`src/inc/bfsp_consts.svh`:
```
// Named constants for the boot flash self-programming pair.
// Assumes inclusion by bare name from the package and both design ends.
`ifndef BFSP_CONSTS_SVH
`define BFSP_CONSTS_SVH

// Self-programming control register fields.
`define BFSP_CTL_SOE       0
`define BFSP_CTL_PGE       1
`define BFSP_CTL_PGW       2
`define BFSP_CTL_LOCK      3
`define BFSP_CTL_RRE       4
`define BFSP_CTL_RBF       6
`define BFSP_CTL_MASK      8'h1F

// Timed sequence: store must follow the control write within this many cycles.
`define BFSP_ARM_CYCLES    3'h4

// Operation time, counted in ticks of the calibrated RC oscillator.
`define BFSP_RC_TICK_KHZ   1000
`define BFSP_PROG_MIN_US   3700
`define BFSP_PROG_MAX_US   4500
// One extra tick covers the partial tick period in which an operation starts.
`define BFSP_PROG_TICKS    ((`BFSP_PROG_MIN_US * `BFSP_RC_TICK_KHZ + 999) / 1000 + 1)

// Flash map, word addresses.
`define BFSP_BOOT_START_11 13'h1F80
`define BFSP_BOOT_START_10 13'h1F00
`define BFSP_BOOT_START_01 13'h1E00
`define BFSP_BOOT_START_00 13'h1C00
`define BFSP_STALLED_READ_REGION_START    13'h1C00

// Pointer layout.
`define BFSP_Z_BYTE        0
`define BFSP_Z_WORD_LO     1
`define BFSP_Z_WORD_HI     6
`define BFSP_Z_PAGE_LO     7
`define BFSP_Z_PAGE_HI     13

// Controller register offsets on the AHB-Lite slave.
`define BFSP_REG_CMD       8'h00
`define BFSP_REG_ZPTR      8'h04
`define BFSP_REG_WDATA     8'h08
`define BFSP_REG_STAT      8'h0C
`define BFSP_REG_IRQ_STAT  8'h10
`define BFSP_REG_IRQ_CLR   8'h14
`define BFSP_REG_IRQ_EN    8'h18
`define BFSP_REG_LOAD      8'h1C

// Interrupt status bits.
`define BFSP_IRQ_SEQ       0
`define BFSP_IRQ_OPDONE    1
`define BFSP_IRQ_LOAD      2

`endif

```
`src/inc/bfsp_pkg.sv`:
```
// Types shared by the self-programming device end and the core end.
// Assumes the constants header is on the include path.
`include "bfsp_consts.svh"

package bfsp_pkg;

   typedef enum logic [3:0] {
      OP_IDLE  = 4'h1,
      OP_ERASE = 4'h2,
      OP_WRITE = 4'h4,
      OP_LOCK  = 4'h8
   } bfsp_op_t;

   typedef enum logic [4:0] {
      CS_IDLE = 5'h01,
      CS_POLL = 5'h02,
      CS_EEW  = 5'h04,
      CS_CTRL = 5'h08,
      CS_EXEC = 5'h10
   } bfsp_cstate_t;

endpackage

```
`src/inc/bfsp_if.sv`:
```
// Link between the processor core end and the flash self-programming end.
// Assumes both ends run on the same core clock.
`timescale 1ns/1ns

interface bfsp_if;
   logic        ctrl_wr;
   logic [7:0]  ctrl_wdata;
   logic [7:0]  ctrl_rdata;
   logic        store_exec;
   logic [15:0] zptr;
   logic [15:0] wdata;
   logic        eeprom_busy;
   logic        load_req;
   logic        load_ok;
   logic [7:0]  load_data;
   logic [12:0] fetch_addr;
   logic        fetch_ok;

   modport dev (
      input  ctrl_wr, ctrl_wdata, store_exec, zptr, wdata, load_req, fetch_addr,
      output ctrl_rdata, eeprom_busy, load_ok, load_data, fetch_ok
   );

   modport core (
      output ctrl_wr, ctrl_wdata, store_exec, zptr, wdata, load_req, fetch_addr,
      input  ctrl_rdata, eeprom_busy, load_ok, load_data, fetch_ok
   );
endinterface

```
`src/hw/bfsp_dev.sv`:
```
// Flash self-programming end: control register, timed store window, page
// buffer, operation timer, boot partition map and read-region blocking.
// Assumes rc_tick_i is a one-cycle pulse per calibrated RC oscillator tick.
//
// Functional notes
// - Time operations from RC oscillator ticks.
// - Each operation lasts 3.7 to 4.5 ms.
// - Size 11: boot 0x1F80, application ends 0x1F7F.
// - Size 10: boot 0x1F00, application ends 0x1EFF.
// - Size 01: boot 0x1E00, application ends 0x1DFF.
// - Size 00: boot 0x1C00, application ends 0x1BFF.
// - Concurrent region below 0x1C00, stalled above.
// - During operation, fetch only from stalled region; a lock-bit write here leaves the concurrent region fetchable.
// - Counter 13 bits: page high, word low.
// - Pointer is counter shifted left by one.
// - Pointer bit 0 zero for stores, byte select.
// - Software zeroes word index for page write.
// - Enable bit stays set during operation; poll.
// - Software waits for EEPROM write to finish.
// - Interrupts off around the timed sequence.
// - Busy region unreadable until re-enable command.
// - Erase, re-enable, fill, write, re-enable again.
// - Store counts only within four cycles.
// - Region busy flag holds while region busy.
//
// Added by the designer: the register addresses and the AHB-Lite slave port.
`timescale 1ns/1ns
`include "bfsp_consts.svh"

module bfsp_dev
   import bfsp_pkg::*;
#(
   parameter int PROG_TICKS = `BFSP_PROG_TICKS
)(
   // Clock and reset.
   input  wire logic        mclk_i,
   input  wire logic        rst_n_i,
   // Link to the core.
   bfsp_if.dev              lnk,
   // Timing source and straps.
   input  wire logic        rc_tick_i,
   input  wire logic [1:0]  boot_size_i,
   input  wire logic        eeprom_write_busy_i,
   // Flash array side.
   input  wire logic [15:0] flash_rd_data_i,
   output logic [12:0]      flash_rd_addr_o,
   output logic             flash_erase_o,
   output logic             flash_write_o,
   output logic             flash_lock_o,
   output logic [6:0]       flash_page_o,
   output logic [7:0]       lock_bits_o,
   output logic             op_done_o,
   input  wire logic [5:0]  buf_rd_idx_i,
   output logic [15:0]      buf_rd_data_o,
   // Boot partition.
   output logic [12:0]      boot_start_o,
   output logic [12:0]      app_end_o
);

   function automatic logic [12:0] boot_start(input logic [1:0] sz);
      logic [12:0] s;
      s = `BFSP_BOOT_START_00;
      unique case (sz)
         2'h3: s = `BFSP_BOOT_START_11;
         2'h2: s = `BFSP_BOOT_START_10;
         2'h1: s = `BFSP_BOOT_START_01;
         2'h0: s = `BFSP_BOOT_START_00;
      endcase
      return s;
   endfunction

   // True for word addresses inside the concurrent-read region.
   function automatic logic in_rww(input logic [12:0] addr);
      return addr < `BFSP_STALLED_READ_REGION_START;
   endfunction

   logic [7:0]  cmd;
   logic [2:0]  arm_cnt;
   bfsp_op_t    op;
   logic [11:0] tick_cnt;
   logic        region_busy;
   logic [15:0] pbuf [64];
   logic        ctrl_take;
   logic        exec_hit;
   logic        op_end;
   logic [12:0] load_addr;

   // A new command is only accepted when idle and the EEPROM is quiet.
   assign ctrl_take = lnk.ctrl_wr && (op == OP_IDLE) && !eeprom_write_busy_i
                      && !cmd[`BFSP_CTL_SOE];
   assign exec_hit  = lnk.store_exec && (arm_cnt != 3'h0)
                      && !lnk.zptr[`BFSP_Z_BYTE];
   assign op_end    = (op != OP_IDLE) && rc_tick_i
                      && (tick_cnt == 12'(PROG_TICKS - 1));

   always_ff @(posedge mclk_i or negedge rst_n_i) begin
      if (!rst_n_i) begin
         cmd     <= 8'h00;
         arm_cnt <= 3'h0;
      end else if (ctrl_take) begin
         cmd     <= lnk.ctrl_wdata & `BFSP_CTL_MASK;
         arm_cnt <= `BFSP_ARM_CYCLES;
      end else if (exec_hit) begin
         cmd     <= 8'h00;
         arm_cnt <= 3'h0;
      end else if (arm_cnt != 3'h0) begin
         arm_cnt <= arm_cnt - 3'h1;
         if (arm_cnt == 3'h1) begin
            cmd <= 8'h00;
         end
      end
   end

   always_ff @(posedge mclk_i or negedge rst_n_i) begin
      if (!rst_n_i) begin
         op           <= OP_IDLE;
         flash_page_o <= 7'h00;
         lock_bits_o  <= 8'h00;
      end else if (exec_hit && cmd[`BFSP_CTL_PGE]) begin
         op           <= OP_ERASE;
         flash_page_o <= lnk.zptr[`BFSP_Z_PAGE_HI:`BFSP_Z_PAGE_LO];
      end else if (exec_hit && cmd[`BFSP_CTL_PGW]) begin
         op           <= OP_WRITE;
         flash_page_o <= lnk.zptr[`BFSP_Z_PAGE_HI:`BFSP_Z_PAGE_LO];
      end else if (exec_hit && cmd[`BFSP_CTL_LOCK]) begin
         op           <= OP_LOCK;
         lock_bits_o  <= lnk.wdata[7:0];
      end else if (op_end) begin
         op <= OP_IDLE;
      end
   end

   always_ff @(posedge mclk_i or negedge rst_n_i) begin
      if (!rst_n_i) begin
         tick_cnt <= 12'h000;
      end else if (op == OP_IDLE) begin
         tick_cnt <= 12'h000;
      end else if (rc_tick_i) begin
         tick_cnt <= op_end ? 12'h000 : tick_cnt + 12'h001;
      end
   end

   always_ff @(posedge mclk_i or negedge rst_n_i) begin
      if (!rst_n_i) begin
         op_done_o <= 1'b0;
      end else begin
         op_done_o <= op_end;
      end
   end

   // Erase and write block the concurrent region until software re-enables it.
   always_ff @(posedge mclk_i or negedge rst_n_i) begin
      if (!rst_n_i) begin
         region_busy <= 1'b0;
      end else if (exec_hit && (cmd[`BFSP_CTL_PGE] || cmd[`BFSP_CTL_PGW])) begin
         region_busy <= 1'b1;
      end else if (exec_hit && cmd[`BFSP_CTL_RRE] && !cmd[`BFSP_CTL_LOCK]) begin
         region_busy <= 1'b0;
      end
   end

   // A plain store fills one word of the temporary page buffer.
   always_ff @(posedge mclk_i) begin
      if (exec_hit && ((cmd & `BFSP_CTL_MASK) == 8'h01)) begin
         pbuf[lnk.zptr[`BFSP_Z_WORD_HI:`BFSP_Z_WORD_LO]] <= lnk.wdata;
      end
   end

   always_ff @(posedge mclk_i or negedge rst_n_i) begin
      if (!rst_n_i) begin
         buf_rd_data_o <= 16'h0000;
      end else begin
         buf_rd_data_o <= pbuf[buf_rd_idx_i];
      end
   end

   always_ff @(posedge mclk_i or negedge rst_n_i) begin
      if (!rst_n_i) begin
         boot_start_o <= `BFSP_BOOT_START_00;
         app_end_o    <= `BFSP_BOOT_START_00 - 13'h0001;
      end else begin
         boot_start_o <= boot_start(boot_size_i);
         app_end_o    <= boot_start(boot_size_i) - 13'h0001;
      end
   end

   assign flash_erase_o = (op == OP_ERASE);
   assign flash_write_o = (op == OP_WRITE);
   assign flash_lock_o  = (op == OP_LOCK);

   assign load_addr       = lnk.zptr[`BFSP_Z_PAGE_HI:`BFSP_Z_WORD_LO];
   assign flash_rd_addr_o = load_addr;
   assign lnk.load_ok     = !(region_busy && in_rww(load_addr));
   assign lnk.load_data   = lnk.zptr[`BFSP_Z_BYTE] ? flash_rd_data_i[15:8]
                                                   : flash_rd_data_i[7:0];
   assign lnk.fetch_ok    = !(region_busy && in_rww(lnk.fetch_addr));
   assign lnk.eeprom_busy = eeprom_write_busy_i;

   // Enable bit reads set while armed and throughout any operation.
   always_comb begin
      lnk.ctrl_rdata                 = cmd;
      lnk.ctrl_rdata[`BFSP_CTL_SOE]  = cmd[`BFSP_CTL_SOE] || (op != OP_IDLE);
      lnk.ctrl_rdata[`BFSP_CTL_RBF]  = region_busy;
   end

endmodule

```
`src/flat_wrapper.sv`:
```
// flat-port wrapper written by rule: the top's interface ports become plain ports
module bfsp_dev_flat import bfsp_pkg::*;
#(
   parameter int PROG_TICKS = `BFSP_PROG_TICKS
)
  (mclk_i, rst_n_i, rc_tick_i, boot_size_i, eeprom_write_busy_i, flash_rd_data_i, flash_rd_addr_o, flash_erase_o, flash_write_o, flash_lock_o, flash_page_o, lock_bits_o, op_done_o, buf_rd_idx_i, buf_rd_data_o, boot_start_o, app_end_o, lnk_ctrl_wr, lnk_ctrl_wdata, lnk_store_exec, lnk_zptr, lnk_wdata, lnk_load_req, lnk_fetch_addr, lnk_ctrl_rdata, lnk_eeprom_busy, lnk_load_ok, lnk_load_data, lnk_fetch_ok);
  bfsp_if lnk_i ();
  input  wire logic mclk_i;
  input  wire logic rst_n_i;
  input  wire logic rc_tick_i;
  input  wire logic [1:0] boot_size_i;
  input  wire logic eeprom_write_busy_i;
  input  wire logic [15:0] flash_rd_data_i;
  output logic [12:0] flash_rd_addr_o;
  output logic flash_erase_o;
  output logic flash_write_o;
  output logic flash_lock_o;
  output logic [6:0] flash_page_o;
  output logic [7:0] lock_bits_o;
  output logic op_done_o;
  input  wire logic [5:0] buf_rd_idx_i;
  output logic [15:0] buf_rd_data_o;
  output logic [12:0] boot_start_o;
  output logic [12:0] app_end_o;
  input wire logic [$bits(lnk_i.ctrl_wr)-1:0] lnk_ctrl_wr;
  input wire logic [$bits(lnk_i.ctrl_wdata)-1:0] lnk_ctrl_wdata;
  input wire logic [$bits(lnk_i.store_exec)-1:0] lnk_store_exec;
  input wire logic [$bits(lnk_i.zptr)-1:0] lnk_zptr;
  input wire logic [$bits(lnk_i.wdata)-1:0] lnk_wdata;
  input wire logic [$bits(lnk_i.load_req)-1:0] lnk_load_req;
  input wire logic [$bits(lnk_i.fetch_addr)-1:0] lnk_fetch_addr;
  output wire logic [$bits(lnk_i.ctrl_rdata)-1:0] lnk_ctrl_rdata;
  output wire logic [$bits(lnk_i.eeprom_busy)-1:0] lnk_eeprom_busy;
  output wire logic [$bits(lnk_i.load_ok)-1:0] lnk_load_ok;
  output wire logic [$bits(lnk_i.load_data)-1:0] lnk_load_data;
  output wire logic [$bits(lnk_i.fetch_ok)-1:0] lnk_fetch_ok;
  assign lnk_i.ctrl_wr = lnk_ctrl_wr;
  assign lnk_i.ctrl_wdata = lnk_ctrl_wdata;
  assign lnk_i.store_exec = lnk_store_exec;
  assign lnk_i.zptr = lnk_zptr;
  assign lnk_i.wdata = lnk_wdata;
  assign lnk_i.load_req = lnk_load_req;
  assign lnk_i.fetch_addr = lnk_fetch_addr;
  assign lnk_ctrl_rdata = lnk_i.ctrl_rdata;
  assign lnk_eeprom_busy = lnk_i.eeprom_busy;
  assign lnk_load_ok = lnk_i.load_ok;
  assign lnk_load_data = lnk_i.load_data;
  assign lnk_fetch_ok = lnk_i.fetch_ok;
  bfsp_dev #(.PROG_TICKS(PROG_TICKS)) u_core (.mclk_i(mclk_i), .rst_n_i(rst_n_i), .lnk(lnk_i), .rc_tick_i(rc_tick_i), .boot_size_i(boot_size_i), .eeprom_write_busy_i(eeprom_write_busy_i), .flash_rd_data_i(flash_rd_data_i), .flash_rd_addr_o(flash_rd_addr_o), .flash_erase_o(flash_erase_o), .flash_write_o(flash_write_o), .flash_lock_o(flash_lock_o), .flash_page_o(flash_page_o), .lock_bits_o(lock_bits_o), .op_done_o(op_done_o), .buf_rd_idx_i(buf_rd_idx_i), .buf_rd_data_o(buf_rd_data_o), .boot_start_o(boot_start_o), .app_end_o(app_end_o));
endmodule
```
`config.mk`:
```
export PLATFORM = sky130hd
export DESIGN_NAME = bfsp_dev_flat
export DESIGN_NICKNAME = d
export VERILOG_FILES = /design/src/inc/bfsp_pkg.sv /design/src/inc/bfsp_if.sv /design/src/hw/bfsp_dev.sv /design/src/flat_wrapper.sv
export VERILOG_INCLUDE_DIRS = /design/src /design/src/inc
export SDC_FILE = /design/constraint.sdc
export NUM_CORES = 1
export LEC_CHECK = 0
export BUFFER_PORTS_ARGS = -buffer_cell sky130_fd_sc_hd__buf_2
export CAP_MARGIN = 5
export CORE_ASPECT_RATIO = 0.9
export CORE_UTILIZATION = 55
export CTS_BUF_LIST = sky130_fd_sc_hd__clkbuf_4 sky130_fd_sc_hd__clkbuf_8
export DETAILED_ROUTE_END_ITERATION = 8
export PLACE_DENSITY_LB_ADDON = 0.3
export SLEW_MARGIN = 20
export SYNTH_ARGS = -nofsm -noshare
export SYNTH_HDL_FRONTEND = slang
export SYNTH_SLANG_ARGS = --single-unit
```
`constraint.sdc`:
```
create_clock -name mclk_i -period 4.1 [get_ports mclk_i]
set_clock_uncertainty 0.15 [all_clocks]
set_input_delay 0.615 -clock mclk_i [delete_from_list [all_inputs] [get_ports mclk_i]]
set_output_delay 0.615 -clock mclk_i [all_outputs]
set_load 0.01 [all_outputs]
```
==> qor.csv, run 1 <==
stage;metric;value;unit
pwr;pwr dens;463.6;nW/um^2
finish;most common cell after layout, fill and taps aside;edfxtp_1;
timing;Final WS setup;0.8532;ns
floorplanning;Ports;177;
timing;Worst Tran Pin Value;1.129;ns
worst_setup_path;Worst Path Required;4.42;ns
routing;Detailed Route WL;98590;um
timing;final hold slack;0.08183;ns
worst_setup_path;Critical path buffers and inverters;2;
synth;sequential share of the synthesized area;0.7653;
pwr;leak pwr;15.97;nW
synth;FF+latch count, synth;1087;
worst_setup_path;Setup crit start;u_core.arm_cnt[0];
cts;Max clock buf depth;3;
routing;DRC violations left;0;
pwr;VDD IR-drop max;0.2974;mV
placed_design;Post-Place Worst Slack;0.8064;ns
timing;Setup Total Neg Slack;0;ns
routing;WL/cell;28.36;um
global_route;first-pass GRT wire length;144000;um
worst_setup_path;Critical Path AT;3.57;ns
floorplanning;Die ar.;77920;um^2
cts;post-cts gate resize count;0;
hold_path;min-delay worst type;in -> reg;
floorplanning;die height;264.9;um
worst_setup_path;worst flop-to-flop path endpoint;u_core.pbuf[14][8];
worst_setup_path;crit-path cells;inv_1 -> ha_1 -> nor2b_1 -> nor2_1 -> and4b_1 -> nand3_1 -> nor2_1 -> buf_4;
routing;post-route ant nets;0;
routing;1st-iter DRT viols;2426;
hold_path;HP Start;lnk_wdata[1];
cts;worst skew pair latency;0.81;ns
timing;Final setup viols;0;
timing;fin crit share;0.7919;
synth;synth unique cells;57;
worst_setup_path;Top cell by count, worst path;nor2_1;
floorplanning;width of the die;294.1;um
placed_design;dpl hpwl;59000;um
global_route;antenna violations before repair;2;
floorplanning;# rows;96;
cts;CTS tree;yes;
finish;Synth-to-Final Area Change;13.93;%
routing;DR vias;21479;
finish;Filler Cells Inserted;5148;
global_route;Overflow after GRT;0;
synth;Cells after Synth;1975;
cts;TritonCTS Sinks;1087;
floorplanning;Initial Util;0.5547;
routing;1st-pass router iterations;8;
timing;RSZ-0062 raised after global routing;no;
synth;synth warn;0;
cts;# H-tree levels;4;
global_route;total track usage;0.2592;
worst_setup_path;R2R cell count;8;
synth;post-synth top area cell;edfxtp_1;
worst_setup_path;Max stage delay on crit path;0.61;ns
cts;# Post-CTS Setup Buffers;0;
placed_design;port bufs;139;
synth;Area contributors post-synth;edfxtp_1 73%, mux4_2 14%, dfrtp_1 3.5%;
finish;layout net count;2404;
cts;cts bufs inserted;165;
placed_design;RePlAce Congestion;0.8617;
worst_setup_path;critical path depth in cells;8;
global_route;maximum number of pins on one net before global-route repair;66;
pwr;overall power;0.02231;W
floorplanning;CORE AREA;76150;um^2
synth;Synth Flop Type;edfxtp_1;
timing;Max Fclk;0.3080;GHz
finish;Final Core Density;0.6320;
timing;Final Max Tran Viols;0;
worst_setup_path;Worst setup SP type;flop;
worst_setup_path;critical path capture point;u_core.pbuf[14][8];
status;status;completed;
cts;CTS root buffer;clkbuf_8;
routing;vias per cell;6.179;
synth;EDFF count, synth;1024;
worst_setup_path;Reg2Reg Launch Point;u_core.arm_cnt[0];
worst_setup_path;Worst R2R Setup Slack;0.85;ns
cts;Clk pin slew, worst setup/hold paths;0.06;ns
synth;Mapped Avg Cell Area;21.39;um^2
synth;post-synthesis cell area;42250;um^2
worst_setup_path;Setup Crit Path Kind;reg -> reg;
synth;Synth async-reset ratio;0.05796;
synth;top cell type's share of synthesized area;0.7279;
finish;share of cells above drive strength 1;0.3470;
worst_setup_path;slowest CP cell;nand3_1;
finish;most frequent cells in the layout;1,024 x edfxtp_1, 263 x mux4_2, 170 x clkbuf_8;
worst_setup_path;delay-heaviest family, CP;simple AND/OR/NAND/NOR gates;
worst_setup_path;Setup crit end kind;flop;
run;max cap viols;0;
timing;max_slew headroom;0.2476;
global_route;vias in the first global route;21803;
timing;Hold Violations, Final;0;
timing;min Tclk post-route;3.247;ns
worst_setup_path;largest fanout on the critical path;11;
==> worst min-delay path by stage <==
stage,slack (ns),cells past startpoint,end
6_report,0.08,1,u_core.pbuf[21][1]
5_1_grt,0.05,1,u_core.pbuf[21][1]
4_1_cts,0.02,1,u_core.pbuf[21][1]
3_5_place_dp,0.34,1,u_core.lock_bits_o[4]
3_3_place_gp,0.33,1,u_core.tick_cnt[11]
2_1_floorplan,0.17,0,u_core.app_end_o[10]
==> report_power, final <==
group          total (W)  switching [W]  internal, W
logic            0.00132       0.000803     0.000517
registers         0.0123      0.0000596       0.0122
clock network    0.00872        0.00410      0.00462
total             0.0223        0.00497       0.0173
==> metrics by stage <==
stage          cell area [um^2]  std cells
6_report                  48130       3476
2_1_floorplan             42320       1994
3_5_place_dp              44700       3160
3_3_place_gp              44700       3160
4_1_cts                   48100       3473
5_1_grt                   48130       3474
==> logic make-up after synthesis <==
group,Yosys count,synth area share
and+or+nand+nor,213,0.02438
AOI/OAI and AO/OA,169,0.02589
muxes,349,0.1617
adders and majority gates,5,0.001481
other,2,0.0001778
xor gates and xnor gates,2,0.0004147
DFF,1087,0.7653
buffers and inverters,148,0.02064
==> synthesized netlist by cell type (2+ instances only) <==
library cell  instances
or2_2                 4
nand3_1              16
nor3_1                9
dfrtp_1              59
a221oi_1              4
xnor2_1               2
mux2_2               38
o21a_1                2
clkbuf_1             33
nor2_1              104
nand2_1              29
nor3b_1               5
inv_1                10
edfxtp_1           1024
dfstp_2               4
nand3b_1              6
buf_4                61
buf_1                 6
mux2i_1              48
ha_1                  5
nor4b_1               3
o211ai_1              4
a21oi_1              36
or3b_2                4
a21o_1                3
o21ai_0              37
nor2b_1               8
a22o_1               12
buf_2                31
o221ai_1             10
nor4_1                4
o31ai_1              13
buf_6                 6
a211oi_1             18
o311ai_0              3
o22ai_1              19
or3_1                 3
mux4_2              263
o21ai_1               3
nand2b_1              8
conb_1                2
==> layout make-up <==
| class | instances | area [um^2] | area share |
|---|---|---|---|
| clock buffer | 216 | 2685 | 0.05579 |
| multi-input combinational | 759 | 9114 | 0.1894 |
| inverter | 10 | 37.54 | 0.0007799 |
| tap | 1029 | 1287 | 0.02675 |
| clock inverter | 80 | 546.8 | 0.01136 |
| timing repair buffer | 292 | 2122 | 0.04409 |
| sequential | 1087 | 32330 | 0.6717 |
| antenna | 3 | 7.507 | 0.0001560 |
==> sequential cells by signal, summed over array words and instances, names as in the netlist, 2 cells and up <==
register              count
u_core.app_end_o          4
u_core.arm_cnt            3
u_core.boot_start_o       2
u_core.buf_rd_data_o     16
u_core.cmd                5
u_core.flash_page_o       7
u_core.lock_bits_o        8
u_core.op                 4
u_core.pbuf            1024
u_core.tick_cnt          12
==> per-layer routing <==
layer	track usage	wire length [um]	up-vias
met5	0	0	-
met4	0.07137	2156	0
met3	0.06322	10340	139
met2	0.3965	46590	1180
met1	0.3773	39510	11290
li1	-	-	8870
==> repair_timing <==
item | in CTS | in global routing
hold buffers | 17 | 0
endpoints found under the setup margin | 0 | 0
endpoints found under the hold margin | 64 | 0
(Power assumes the default switching activity.)
==> run 2: changes to the inputs <==
clock period = 2.8 ns   (was 4.1 ns; I/O delays follow)
==> qor.csv, run 2 (synthesis gave the netlist of run 1 again) <==
stage;metric;value;unit
routing;post-route ant nets;0;
finish;most frequent cells in the layout;1,024 x edfxtp_1, 263 x mux4_2, 183 x buf_4;
cts;worst skew pair latency;0.82;ns
pwr;pwr dens;655.5;nW/um^2
placed_design;dpl hpwl;64060;um
timing;Final Max Tran Viols;0;
worst_setup_path;Setup crit end kind;flop;
timing;Worst Tran Pin Value;1.014;ns
placed_design;port bufs;139;
placed_design;RePlAce Congestion;0.9069;
timing;min Tclk post-route;2.669;ns
floorplanning;CORE AREA;76150;um^2
finish;share of cells above drive strength 1;0.3797;
cts;CTS tree;yes;
cts;cts bufs inserted;168;
hold_path;min-delay worst type;in -> reg;
cts;# Post-CTS Setup Buffers;0;
worst_setup_path;largest fanout on the critical path;11;
worst_setup_path;Setup Crit Path Kind;reg -> reg;
floorplanning;Initial Util;0.5547;
cts;# H-tree levels;4;
pwr;VDD IR-drop max;0.4648;mV
pwr;P_sw;0.007277;W
timing;RSZ-0062 raised after global routing;no;
routing;DR vias;22111;
timing;max_slew headroom;0.3241;
timing;final hold slack;0.05890;ns
cts;Max clock buf depth;3;
global_route;Overflow after GRT;0;
timing;fin crit share;0.9532;
global_route;total track usage;0.2686;
worst_setup_path;Worst setup SP type;flop;
finish;number of flip-flops in the largest register;1024;
routing;1st-pass router iterations;7;
pwr;switching share of power;0.2231;
global_route;maximum number of pins on one net before global-route repair;66;
pwr;P_int;0.02534;W
worst_setup_path;Critical Path AT;3.00;ns
run;max cap viols;0;
floorplanning;Die ar.;77920;um^2
cts;Clk pin slew, worst setup/hold paths;0.06;ns
pwr;leak pwr;16.74;nW
routing;WL/cell;28.23;um
global_route;first-pass GRT wire length;148200;um
pwr;Clock power frac;0.384;
timing;Hold Violations, Final;0;
cts;CTS root buffer;clkbuf_8;
pwr;Comb pwr share;0.065;
timing;Max Fclk;0.3747;GHz
finish;final non-filler cell total;3610;
cts;TritonCTS Sinks;1087;
pwr;Flop pwr share;0.551;
floorplanning;die height;264.9;um
timing;Final setup viols;0;
worst_setup_path;Worst Path Required;3.13;ns
floorplanning;Ports;177;
routing;Detailed Route WL;101900;um
floorplanning;# rows;96;
routing;1st-iter DRT viols;2623;
finish;most common cell after layout, fill and taps aside;edfxtp_1;
routing;vias per cell;6.125;
finish;layout net count;2536;
status;status;completed;
finish;Synth-to-Final Area Change;17.79;%
routing;DRC violations left;0;
placed_design;dpl cells;3272;
global_route;vias in the first global route;22308;
global_route;antenna violations before repair;4;
floorplanning;width of the die;294.1;um
## run 2: cell count changes in the layout (fill, tap and decap cells not counted), moves of 16 or more
cell and delta:
buf_12 +50, buf_4 +51, nor2_1 -20, nor2_2 +20
dlygate4sd3_1 +16
## run 2: final cells by class
class,count,area (um^2)
sequential,1087,32330
clock buffer,218,2744
timing repair buffer,421,3739
clock inverter,81,431.7
antenna,5,12.51
inverter,10,37.54
tap,1029,1287
multi-input combinational,759,9178
fill,4938,26390
## run 2: power groups by stage
stage	Combinational [W]	Clock (W)	Sequential, W
finish	0.00211	0.0125	0.0180
global route	0.00224	0.0134	0.0180
CTS	0.00208	0.0127	0.0180
detailed placement	0.00205	0	0.0183
global placement	0.00199	0	0.0183
floorplan	0.00106	0	0.0183
## run 2: layer usage
| metal | up-vias | routed length (um) | GRT usage | part of all wire |
|---|---|---|---|---|
| met5 | - | 0 | 0 | 0 |
| met1 | 11585 | 41080 | 0.3908 | 0.40 |
| met3 | 153 | 9894 | 0.06104 | 0.097 |
| li1 | 9145 | - | - | - |
| met2 | 1228 | 48450 | 0.4062 | 0.48 |
| met4 | 0 | 2491 | 0.09262 | 0.024 |
## run 2: metrics by stage
stage | cell area, um^2 | util | setup TNS [ns] | setup WS, ns | power [W]
floorplan | 42350 | - | -80.82 | -0.1350 | 0.01937
global placement | 46200 | 0.6067 | 0 | 0.07737 | 0.02030
detailed placement | 46200 | 0.6067 | 0 | 0.01351 | 0.02036
CTS | 49720 | 0.6529 | 0 | 0.009733 | 0.03275
global route | 49750 | 0.6533 | 0 | 0.03696 | 0.03362
finish | 49760 | 0.6534 | 0 | 0.1310 | 0.03262
## run 2: path summary, 6_finish.rpt
path	slack [ns]	from	end	depth (start not counted)
worst max-delay path	0.13	u_core.arm_cnt[0]	u_core.pbuf[48][12]	9
worst min-delay path	0.06	buf_rd_idx_i[4]	u_core.buf_rd_data_o[1]	4
worst max register to register	0.13	u_core.arm_cnt[0]	u_core.pbuf[48][12]	9
worst min register to register	0.35	u_core.tick_cnt[11]	u_core.tick_cnt[11]	1
max in group asynchronous	1.43	rst_n_i	u_core.flash_page_o[4]	4
min in group asynchronous	0.56	rst_n_i	u_core.app_end_o[8]	3
## run 2: repair_timing
action                     4_1_cts  5_1_grt
hold endpoints to repair       307        0
setup endpoints to repair        5      110
hold buffers                    34        0
resized for setup                1       10
## run 2: worst max-delay path, cell delays in order (launching register included)
cell and delay [ns]:
dfrtp_1 0.41, inv_1 0.09, ha_1 0.22, nor2b_1 0.15
nor2_1 0.18, and4b_2 0.34, nand2_1 0.07, buf_4 0.22
nor2_1 0.18, buf_4 0.29
